### src/rtl/tape_framer_regs.vh
// constants for the tape record framer
`ifndef TAPE_FRAMER_REGS_VH
`define TAPE_FRAMER_REGS_VH
`define TF_LEADER_BYTE   8'h55
`define TF_SYNC_BYTE     8'h3C
`define TF_TRAILER_BYTE  8'h55
`define TF_TYPE_NAME     8'h00
`define TF_TYPE_DATA     8'h01
`define TF_TYPE_EOF      8'hFF
`define TF_NAME_LEN      8'h0F
`define TF_LEADER_COUNT  8'h80
`define TF_KIND_BASIC    8'h00
`define TF_KIND_DATA     8'h01
`define TF_KIND_MCODE    8'h02
`define TF_TEXT_BINARY   8'h00
`define TF_TEXT_CHAR     8'hFF
`define TF_GAP_NONE      8'h01
`define TF_GAP_SPLIT     8'hFF
`define TF_BLANK_MS      500
`define TF_CLK_KHZ       25000
`define TF_BLANK_CYCLES  (`TF_BLANK_MS * `TF_CLK_KHZ)
`endif

### src/rtl/byte_fifo.v
// synchronous fifo with valid and ready on both sides
`timescale 1ns/1ns
`default_nettype none
module byte_fifo #(
   parameter WIDTH = 8,
   parameter DEPTH = 8,
   parameter AW    = 3
) (
   input  wire             core_clk,
   input  wire             sys_rst,
   input  wire [WIDTH-1:0] in_data,
   input  wire             in_valid,
   output wire             in_ready,
   output wire [WIDTH-1:0] out_data,
   output wire             out_valid,
   input  wire             out_ready
);
   reg [WIDTH-1:0] mem [0:DEPTH-1];
   reg [AW-1:0]    wr_ptr_ff;
   reg [AW-1:0]    rd_ptr_ff;
   reg [AW:0]      count_ff;
   wire            push;
   wire            pop;
   assign in_ready  = (count_ff != DEPTH[AW:0]);
   assign out_valid = (count_ff != {(AW+1){1'b0}});
   assign out_data  = mem[rd_ptr_ff];
   assign push      = in_valid & in_ready;
   assign pop       = out_valid & out_ready;
   always @(posedge core_clk) begin
      if (push) begin
         mem[wr_ptr_ff] <= in_data;
      end
   end
   always @(posedge core_clk or posedge sys_rst) begin
      if (sys_rst) begin
         wr_ptr_ff <= {AW{1'b0}};
         rd_ptr_ff <= {AW{1'b0}};
         count_ff  <= {(AW+1){1'b0}};
      end else begin
         if (push) begin
            wr_ptr_ff <= (wr_ptr_ff == DEPTH[AW-1:0] - 1'b1) ? {AW{1'b0}} : wr_ptr_ff + 1'b1;
         end
         if (pop) begin
            rd_ptr_ff <= (rd_ptr_ff == DEPTH[AW-1:0] - 1'b1) ? {AW{1'b0}} : rd_ptr_ff + 1'b1;
         end
         if (push & ~pop) begin
            count_ff <= count_ff + 1'b1;
         end else if (pop & ~push) begin
            count_ff <= count_ff - 1'b1;
         end
      end
   end
endmodule
`default_nettype wire

### src/rtl/tape_record_framer.v
// tape file framer and block deframer
`timescale 1ns/1ns
`default_nettype none
`include "tape_framer_regs.vh"
module tape_record_framer #(
   parameter BLANK_CYCLES = `TF_BLANK_CYCLES,
   parameter FIFO_DEPTH   = 8
) (
   input  wire        core_clk,
   input  wire        sys_rst,
   // transmit command and header fields
   input  wire        tx_start,
   input  wire [63:0] tx_name,
   input  wire [7:0]  tx_kind,
   input  wire        tx_text,
   input  wire        tx_gaps,
   input  wire [15:0] tx_exec_addr,
   input  wire [15:0] tx_load_addr,
   output wire        tx_busy,
   // transmit data blocks from host
   input  wire [7:0]  tx_blk_len,
   input  wire        tx_blk_last,
   input  wire [7:0]  tx_data,
   input  wire        tx_data_valid,
   output wire        tx_data_ready,
   // byte stream to the modulator
   output reg  [7:0]  mod_byte,
   output reg         mod_valid,
   input  wire        mod_ready,
   output reg         mod_blank,
   // byte stream from the demodulator
   input  wire [7:0]  dem_byte,
   input  wire        dem_valid,
   // received payload to host
   output reg  [7:0]  rx_data,
   output reg         rx_data_valid,
   output reg  [7:0]  rx_type,
   output reg         rx_block_ok,
   output reg         rx_block_err
);
   // transmit states
   localparam [10:0] T_IDLE  = 11'h001;
   localparam [10:0] T_LEAD  = 11'h002;
   localparam [10:0] T_PRE   = 11'h004;
   localparam [10:0] T_SYNC  = 11'h008;
   localparam [10:0] T_TYPE  = 11'h010;
   localparam [10:0] T_LEN   = 11'h020;
   localparam [10:0] T_PAY   = 11'h040;
   localparam [10:0] T_SUM   = 11'h080;
   localparam [10:0] T_TRL   = 11'h100;
   localparam [10:0] T_BLANK = 11'h200;
   localparam [10:0] T_NEXT  = 11'h400;
   // receive states
   localparam [6:0] R_HUNT = 7'h01;
   localparam [6:0] R_SYNC = 7'h02;
   localparam [6:0] R_TYPE = 7'h04;
   localparam [6:0] R_LEN  = 7'h08;
   localparam [6:0] R_PAY  = 7'h10;
   localparam [6:0] R_SUM  = 7'h20;
   localparam [6:0] R_TRL  = 7'h40;

   reg [10:0] tst_ff;
   reg [7:0]  tcnt_ff;
   reg [7:0]  tsum_ff;
   reg [7:0]  ttype_ff;
   reg [7:0]  tlen_ff;
   reg        tsecond_ff;
   reg        tlast_ff;
   reg [31:0] blank_ff;
   reg [6:0]  rst_ff;
   reg [7:0]  rcnt_ff;
   reg [7:0]  rsum_ff;
   reg [7:0]  rtype_ff;
   reg [7:0]  rbuf [0:255];
   reg [7:0]  rout_ff;
   reg [7:0]  rlen_ff;
   reg        rdrain_ff;
   wire [7:0] f_data;
   wire       f_valid;
   wire       f_pop;
   wire       mod_take;

   // filename payload byte by index
   function [7:0] name_byte;
      input [3:0] idx;
      begin
         case (idx)
            4'h0: name_byte = tx_name[63:56];
            4'h1: name_byte = tx_name[55:48];
            4'h2: name_byte = tx_name[47:40];
            4'h3: name_byte = tx_name[39:32];
            4'h4: name_byte = tx_name[31:24];
            4'h5: name_byte = tx_name[23:16];
            4'h6: name_byte = tx_name[15:8];
            4'h7: name_byte = tx_name[7:0];
            4'h8: name_byte = tx_kind;
            4'h9: name_byte = tx_text ? `TF_TEXT_CHAR : `TF_TEXT_BINARY;
            4'hA: name_byte = tx_gaps ? `TF_GAP_SPLIT : `TF_GAP_NONE;
            4'hB: name_byte = tx_exec_addr[15:8];
            4'hC: name_byte = tx_exec_addr[7:0];
            4'hD: name_byte = tx_load_addr[15:8];
            4'hE: name_byte = tx_load_addr[7:0];
            default: name_byte = 8'h00;
         endcase
      end
   endfunction

   // known block type codes
   function type_known;
      input [7:0] t;
      begin
         type_known = (t == `TF_TYPE_DATA) || (t == `TF_TYPE_EOF) || (t == `TF_TYPE_NAME);
      end
   endfunction

   byte_fifo #(
      .WIDTH (8),
      .DEPTH (FIFO_DEPTH),
      .AW    (3)
   ) u_fifo (
      .core_clk  (core_clk),
      .sys_rst   (sys_rst),
      .in_data   (tx_data),
      .in_valid  (tx_data_valid),
      .in_ready  (tx_data_ready),
      .out_data  (f_data),
      .out_valid (f_valid),
      .out_ready (f_pop)
   );

   // stays busy until the last trailer byte has been taken
   assign tx_busy  = (tst_ff != T_IDLE) | mod_valid;
   assign mod_take = mod_valid & mod_ready;
   // payload byte leaves the fifo only when the modulator has room
   assign f_pop    = (tst_ff == T_PAY) && (ttype_ff == `TF_TYPE_DATA) && f_valid
                     && (!mod_valid || mod_ready);

   // transmit sequencer
   always @(posedge core_clk or posedge sys_rst) begin
      if (sys_rst) begin
         tst_ff     <= T_IDLE;
         tcnt_ff    <= 8'h00;
         tsum_ff    <= 8'h00;
         ttype_ff   <= 8'h00;
         tlen_ff    <= 8'h00;
         tsecond_ff <= 1'b0;
         tlast_ff   <= 1'b0;
         blank_ff   <= 32'h00000000;
         mod_byte   <= 8'h00;
         mod_valid  <= 1'b0;
         mod_blank  <= 1'b0;
      end else begin
         if (mod_take) begin
            mod_valid <= 1'b0;
         end
         case (tst_ff)
            T_IDLE: begin
               if (tx_start && !mod_valid) begin
                  tst_ff     <= T_LEAD;
                  tcnt_ff    <= 8'h00;
                  tsecond_ff <= 1'b0;
                  ttype_ff   <= `TF_TYPE_NAME;
                  tlen_ff    <= `TF_NAME_LEN;
               end
            end
            T_LEAD: begin
               if (!mod_valid || mod_ready) begin
                  mod_byte  <= `TF_LEADER_BYTE;
                  mod_valid <= 1'b1;
                  tcnt_ff   <= tcnt_ff + 8'h01;
                  if (tcnt_ff == `TF_LEADER_COUNT - 8'h01) begin
                     tst_ff <= tsecond_ff ? T_NEXT : T_PRE;
                  end
               end
            end
            T_NEXT: begin
               // next data block: wait for its first byte or end flag
               if (tx_blk_last) begin
                  ttype_ff <= `TF_TYPE_EOF;
                  tlen_ff  <= 8'h00;
                  tlast_ff <= 1'b1;
                  tst_ff   <= T_PRE;
               end else if (f_valid) begin
                  ttype_ff <= `TF_TYPE_DATA;
                  tlen_ff  <= tx_blk_len;
                  tlast_ff <= 1'b0;
                  tst_ff   <= T_PRE;
               end
            end
            T_PRE: begin
               if (!mod_valid || mod_ready) begin
                  mod_byte  <= `TF_LEADER_BYTE;
                  mod_valid <= 1'b1;
                  tst_ff    <= T_SYNC;
               end
            end
            T_SYNC: begin
               if (!mod_valid || mod_ready) begin
                  mod_byte  <= `TF_SYNC_BYTE;
                  mod_valid <= 1'b1;
                  tst_ff    <= T_TYPE;
               end
            end
            T_TYPE: begin
               if (!mod_valid || mod_ready) begin
                  mod_byte  <= ttype_ff;
                  mod_valid <= 1'b1;
                  tsum_ff   <= ttype_ff;
                  tst_ff    <= T_LEN;
               end
            end
            T_LEN: begin
               if (!mod_valid || mod_ready) begin
                  mod_byte  <= tlen_ff;
                  mod_valid <= 1'b1;
                  tsum_ff   <= tsum_ff + tlen_ff;
                  tcnt_ff   <= 8'h00;
                  tst_ff    <= (tlen_ff == 8'h00) ? T_SUM : T_PAY;
               end
            end
            T_PAY: begin
               if (ttype_ff == `TF_TYPE_NAME) begin
                  if (!mod_valid || mod_ready) begin
                     mod_byte  <= name_byte(tcnt_ff[3:0]);
                     mod_valid <= 1'b1;
                     tsum_ff   <= tsum_ff + name_byte(tcnt_ff[3:0]);
                     tcnt_ff   <= tcnt_ff + 8'h01;
                     if (tcnt_ff == tlen_ff - 8'h01) begin
                        tst_ff <= T_SUM;
                     end
                  end
               end else if (f_pop) begin
                  mod_byte  <= f_data;
                  mod_valid <= 1'b1;
                  tsum_ff   <= tsum_ff + f_data;
                  tcnt_ff   <= tcnt_ff + 8'h01;
                  if (tcnt_ff == tlen_ff - 8'h01) begin
                     tst_ff <= T_SUM;
                  end
               end
            end
            T_SUM: begin
               if (!mod_valid || mod_ready) begin
                  mod_byte  <= tsum_ff;
                  mod_valid <= 1'b1;
                  tst_ff    <= T_TRL;
               end
            end
            T_TRL: begin
               if (!mod_valid || mod_ready) begin
                  mod_byte  <= `TF_TRAILER_BYTE;
                  mod_valid <= 1'b1;
                  if (ttype_ff == `TF_TYPE_NAME) begin
                     tst_ff   <= T_BLANK;
                     blank_ff <= 32'h00000000;
                  end else if (tlast_ff) begin
                     tst_ff <= T_IDLE;
                  end else begin
                     tst_ff <= T_NEXT;
                  end
               end
            end
            T_BLANK: begin
               // hold the line quiet once the trailer has left
               if (!mod_valid) begin
                  mod_blank <= 1'b1;
                  blank_ff  <= blank_ff + 32'h00000001;
                  if (blank_ff == BLANK_CYCLES) begin
                     mod_blank  <= 1'b0;
                     tsecond_ff <= 1'b1;
                     tcnt_ff    <= 8'h00;
                     tst_ff     <= T_LEAD;
                  end
               end
            end
            default: tst_ff <= T_IDLE;
         endcase
      end
   end

   // received block bytes are held until the block proves good
   always @(posedge core_clk) begin
      if (dem_valid && (rst_ff == R_PAY)) begin
         rbuf[rcnt_ff] <= dem_byte;
      end
   end

   // receive checker
   always @(posedge core_clk or posedge sys_rst) begin
      if (sys_rst) begin
         rst_ff        <= R_HUNT;
         rcnt_ff       <= 8'h00;
         rsum_ff       <= 8'h00;
         rtype_ff      <= 8'h00;
         rlen_ff       <= 8'h00;
         rout_ff       <= 8'h00;
         rdrain_ff     <= 1'b0;
         rx_data       <= 8'h00;
         rx_data_valid <= 1'b0;
         rx_type       <= 8'h00;
         rx_block_ok   <= 1'b0;
         rx_block_err  <= 1'b0;
      end else begin
         rx_block_ok   <= 1'b0;
         rx_block_err  <= 1'b0;
         rx_data_valid <= 1'b0;
         // release a checked block one byte a cycle
         if (rdrain_ff) begin
            if (rout_ff == rlen_ff) begin
               rdrain_ff   <= 1'b0;
               rx_block_ok <= 1'b1;
            end else begin
               rx_data       <= rbuf[rout_ff];
               rx_data_valid <= 1'b1;
               rout_ff       <= rout_ff + 8'h01;
            end
         end
         if (dem_valid) begin
            case (rst_ff)
               R_HUNT: begin
                  if (dem_byte == `TF_LEADER_BYTE) begin
                     rst_ff <= R_SYNC;
                  end
               end
               R_SYNC: begin
                  if (dem_byte == `TF_SYNC_BYTE) begin
                     rst_ff <= R_TYPE;
                  end else if (dem_byte != `TF_LEADER_BYTE) begin
                     rst_ff       <= R_HUNT;
                     rx_block_err <= 1'b1;
                  end
               end
               R_TYPE: begin
                  if (type_known(dem_byte)) begin
                     rtype_ff <= dem_byte;
                     rsum_ff  <= dem_byte;
                     rst_ff   <= R_LEN;
                  end else begin
                     rst_ff       <= R_HUNT;
                     rx_block_err <= 1'b1;
                  end
               end
               R_LEN: begin
                  rlen_ff <= dem_byte;
                  rsum_ff <= rsum_ff + dem_byte;
                  rcnt_ff <= 8'h00;
                  if ((rtype_ff == `TF_TYPE_EOF && dem_byte != 8'h00) ||
                      (rtype_ff == `TF_TYPE_NAME && dem_byte != `TF_NAME_LEN)) begin
                     rst_ff       <= R_HUNT;
                     rx_block_err <= 1'b1;
                  end else begin
                     rst_ff <= (dem_byte == 8'h00) ? R_SUM : R_PAY;
                  end
               end
               R_PAY: begin
                  rsum_ff <= rsum_ff + dem_byte;
                  rcnt_ff <= rcnt_ff + 8'h01;
                  if (rcnt_ff == rlen_ff - 8'h01) begin
                     rst_ff <= R_SUM;
                  end
               end
               R_SUM: begin
                  if (dem_byte == rsum_ff) begin
                     rst_ff <= R_TRL;
                  end else begin
                     rst_ff       <= R_HUNT;
                     rx_block_err <= 1'b1;
                  end
               end
               R_TRL: begin
                  rst_ff <= R_HUNT;
                  if (dem_byte == `TF_TRAILER_BYTE) begin
                     rx_type   <= rtype_ff;
                     rout_ff   <= 8'h00;
                     rdrain_ff <= 1'b1;
                  end else begin
                     rx_block_err <= 1'b1;
                  end
               end
               default: rst_ff <= R_HUNT;
            endcase
         end
      end
   end
endmodule
`default_nettype wire

### config.mk
export PLATFORM = sky130hd
export DESIGN_NAME = tape_record_framer
export DESIGN_NICKNAME = d
export VERILOG_FILES = /design/src/rtl/byte_fifo.v /design/src/rtl/tape_record_framer.v
export VERILOG_INCLUDE_DIRS = /design/src /design/src/rtl
export SDC_FILE = /design/constraint.sdc
export NUM_CORES = 2
export LEC_CHECK = 0
export ABC_AREA = 0
export BUFFER_PORTS_ARGS = -buffer_cell sky130_fd_sc_hd__buf_2
export CELL_PAD_IN_SITES_DETAIL_PLACEMENT = 1
export CELL_PAD_IN_SITES_GLOBAL_PLACEMENT = 2
export CORE_MARGIN = 4
export CORE_UTILIZATION = 49
export DETAILED_ROUTE_END_ITERATION = 10
export GPL_ROUTABILITY_DRIVEN = 0
export PLACE_DENSITY = 0.76
export SYNTH_ARGS = -nofsm -noshare
export SYNTH_HDL_FRONTEND = slang
export SYNTH_SLANG_ARGS = --single-unit
### constraint.sdc
create_clock -name core_clk -period 5.29 [get_ports core_clk]
set_input_delay 0.2645 -clock core_clk [delete_from_list [all_inputs] [get_ports core_clk]]
set_output_delay 0.2645 -clock core_clk [all_outputs]
set_load 0.05 [all_outputs]
==> impl_metrics.toml <==
[status]
status = "finished clean"

[place]
io_buffers = 167
dpl_cell_area_sq_um = 96400
hpwl_mm = 165

[synth]
ys.flop_type = "edfxtp_1"
ys_top_cells_by_count = "edfxtp_1, mux4_2, nor2_1, nand2_1, clkbuf_1"
ys_seq_area_frac = 0.735
ys.warnings.count = 0
yosysTopAreaCellShare = 0.692
ys_ff_latch = 2270
synthesis.instances = 4891
synth.most_common_cell = "edfxtp_1"
synth_area_leaders = "edfxtp_1, mux4_2, dfrtp_1, nor2_1, mux2i_1"
syn-cell-area_sq_um = 91600
synth-async-reset-ratio = 0.0696
synth.distinct_cells = 80
syn_avg_cell_area_sq_um = 18.7
syn-num-nets = 5066
synth-edff-count = 2112
synth_largest_area_cell = "edfxtp_1"

[critical_path]
cp.required_ps = 6070
startpoint_type = "flop"
r2r_start = "tcnt_ff[1]"
crit_start = "tcnt_ff[1]"
cpMostUsedCell = "a21oi_1"
worst_ep_arrival_time_ps = 5200
critPathTopFamily = "compound AO/OA/AOI/OAI gates"
cp_cell_sequence = "inv_1, ha_1, buf_4, a221oi_1, a211oi_1, a2111oi_0, a221oi_1, a21o_1, ha_1, fa_1, a21o_1, a21oi_1, o21bai_1, a21oi_1, xnor2_1, a21oi_1, a21oi_1"
slowest_stage = "a2111oi_0"
path_buf_inv = 2
cp_slowest_stage_delay_ps = 570
cp_max_fo = 18
worstSetupPathType = "reg2reg"
end_kind = "flop"

[power_and_ir_drop]
p_seq_frac = 0.524
power.switching_uw = 8680
swShare = 0.227
leakage_uw = 0.0350
combPwrFrac = 0.055
internal_power_uw = 29600
cellPowerDensity_nw_per_um2 = 367
vdd_ir_drop_max_v = 0.000327
clkPwrFrac = 0.421

[global_routing]
grt_pass1_vias = 52442
antenna_found_initial = 9
grt_first_pass_wirelength_mm = 383
grt_max_degree = 163
grt_overflow = 0
grt_usage = 0.275

[clock_tree]
cts_buffers = 225
cts_buffer_depth = 3
cts_tree = "done"
clk_latency_ps = 890
path_clk_slew_ps = 60
cts_sinks = 2270
cts_root_buf = "clkbuf_16"
cts_htree_levels = 4

[routing]
drt-pass1-iter-count = 5
drt-initial-drc-count = 6035
drt-total-wl_mm = 264
ant_nets = 0
viasPerCell = 6.32
wire_per_inst_microns = 33.3
vias = 50098
drc = 0

[final_layout]
finalInstanceArea_sq_um = 104000
layout-drive-gt1-share = 0.244
final_nets = 5425
area_delta_synth_final_pct = 13.8
post-route-util = 0.562

[sta]
tightest_slew_ps = 1210
fmax_mhz = 226
whs_ps = 15.7
finalClockSkew_ps = 52.6
period_share = 0.835
setup_viol = 0
hold_viol = 0
period_needed_ps = 4420
slew_headroom = 0.194
slew_viol_final = 0
fin_tns_setup_ps = 0
rsz0062_at_grt = "no"

[floorplanning]
die_x_microns = 440
initial_core_util = 0.494
die-area_sq_um = 194000
die_y_microns = 440
io_pins = 168
row_count = 158
core_sq_um = 186000

[min_path]
hold_path_class = "in2reg"
min_from = "dem_byte[4]"

[run]
maxCapViolations = 0
-- metrics by stage --
step           setup WS [ps]  cells  total power [uW]
6_report                 871   7931             38200
5_1_grt                  560   7930             39500
4_1_cts                  923   7930             38500
3_5_place_dp             954   7463             22500
3_3_place_gp            1010   7463             22400
2_1_floorplan            766   4891             21600
-- kinds of logic (layout without fill, tap and decap cells) --
group                    count (synthesis)  in the layout  share of synthesized area
other                                    0              1                          0
multiplexers                           710            710                      0.150
XOR/XNOR                                73             73                    0.00698
buffers and inverters                  323            882                     0.0140
adder cells (fa/ha/maj)                 38             38                    0.00544
flip-flops                            2270           2270                      0.735
AND/OR/NAND/NOR                        910            910                     0.0464
AO/OA/AOI/OAI                          567            567                     0.0416
-- worst register-to-register path: stages (launching register included) --
cell       delay (ps)
dfrtp_1           490
inv_1             130
ha_1              310
buf_4             250
a221oi_1          320
a211oi_1          100
a2111oi_0         570
a221oi_1          250
a21o_1            210
ha_1              210
fa_1              440
a21o_1            180
a21oi_1           220
o21bai_1           90
a21oi_1           180
xnor2_1           140
a21oi_1            90
a21oi_1           180
-- state kept, by name, indices dropped and copies added (netlist names), 3 cells and up --
signal and cells:
mod_byte 8, rx_data 8, rlen_ff 8, tsum_ff 8, tlen_ff 8, rx_type 8, tst_ff 11, rtype_ff 8
u_fifo.count_ff 4, u_fifo.wr_ptr_ff 3, rout_ff 8, rcnt_ff 8, rst_ff 7, tcnt_ff 8, u_fifo.rd_ptr_ff 3, blank_ff 32
u_fifo.mem 64, rbuf 2048, rsum_ff 8
-- routing by layer --
layer | track usage | share of wire | vias to the layer above
met4 | 0.0943 | 0.037 | 4
met5 | 0 | 0.00011 | -
met3 | 0.0487 | 0.076 | 459
met2 | 0.443 | 0.49 | 2127
met1 | 0.385 | 0.40 | 26821
li1 | - | - | 20687
-- cells in the final DEF, fill, tap and decap left out, types with 71 or more instances in the layout --
master     count
buf_2        159
clkbuf_16    225
edfxtp_1    2112
buf_4        192
nand2_1      192
mux2i_1      140
nor2_1       384
o21ai_0      100
dfrtp_1      150
a22oi_1       71
mux4_2       527
a21oi_1      125
nand3_1       74
-- layout make-up --
| cell class | count | area [sq um] |
|---|---|---|
| Fill cell | 16260 | 81400 |
| Sequential cell | 2270 | 67400 |
| Multi-Input combinational cell | 2298 | 23100 |
| Clock buffer | 274 | 5840 |
| Timing Repair Buffer | 417 | 3110 |
| Tap cell | 2480 | 3100 |
| Clock inverter | 153 | 1610 |
| Inverter | 38 | 150 |
| Antenna cell | 1 | 2.50 |
-- power groups by stage --
stage	clock network [uW]	logic (uW)	registers, uW
detailed placement	0	2080	20400
global placement	0	2030	20400
floorplan	0	1140	20400
CTS	16300	2110	20000
global route	17100	2290	20100
finish	16100	2100	20000
-- path summary, 6_finish.rpt --
check / end / slack (ps) / depth (start not counted)
worst max-delay path: tsum_ff[6] / 870 / 17
max in group asynchronous: tst_ff[9] / 3570 / 5
worst max register to register: tsum_ff[6] / 870 / 17
worst min register to register: mod_byte[7] / 480 / 1
min in group asynchronous: rcnt_ff[1] / 550 / 4
worst min-delay path: rbuf[181][4] / 20 / 1
-- what timing repair did --
action / in CTS / in global routing
hold buffers: 40 / 0
endpoints found under the hold margin: 460 / 0
buffers inserted: 0 / 0
resized for setup: 0 / 0
Note: power is estimated with default switching activity, not from simulation.
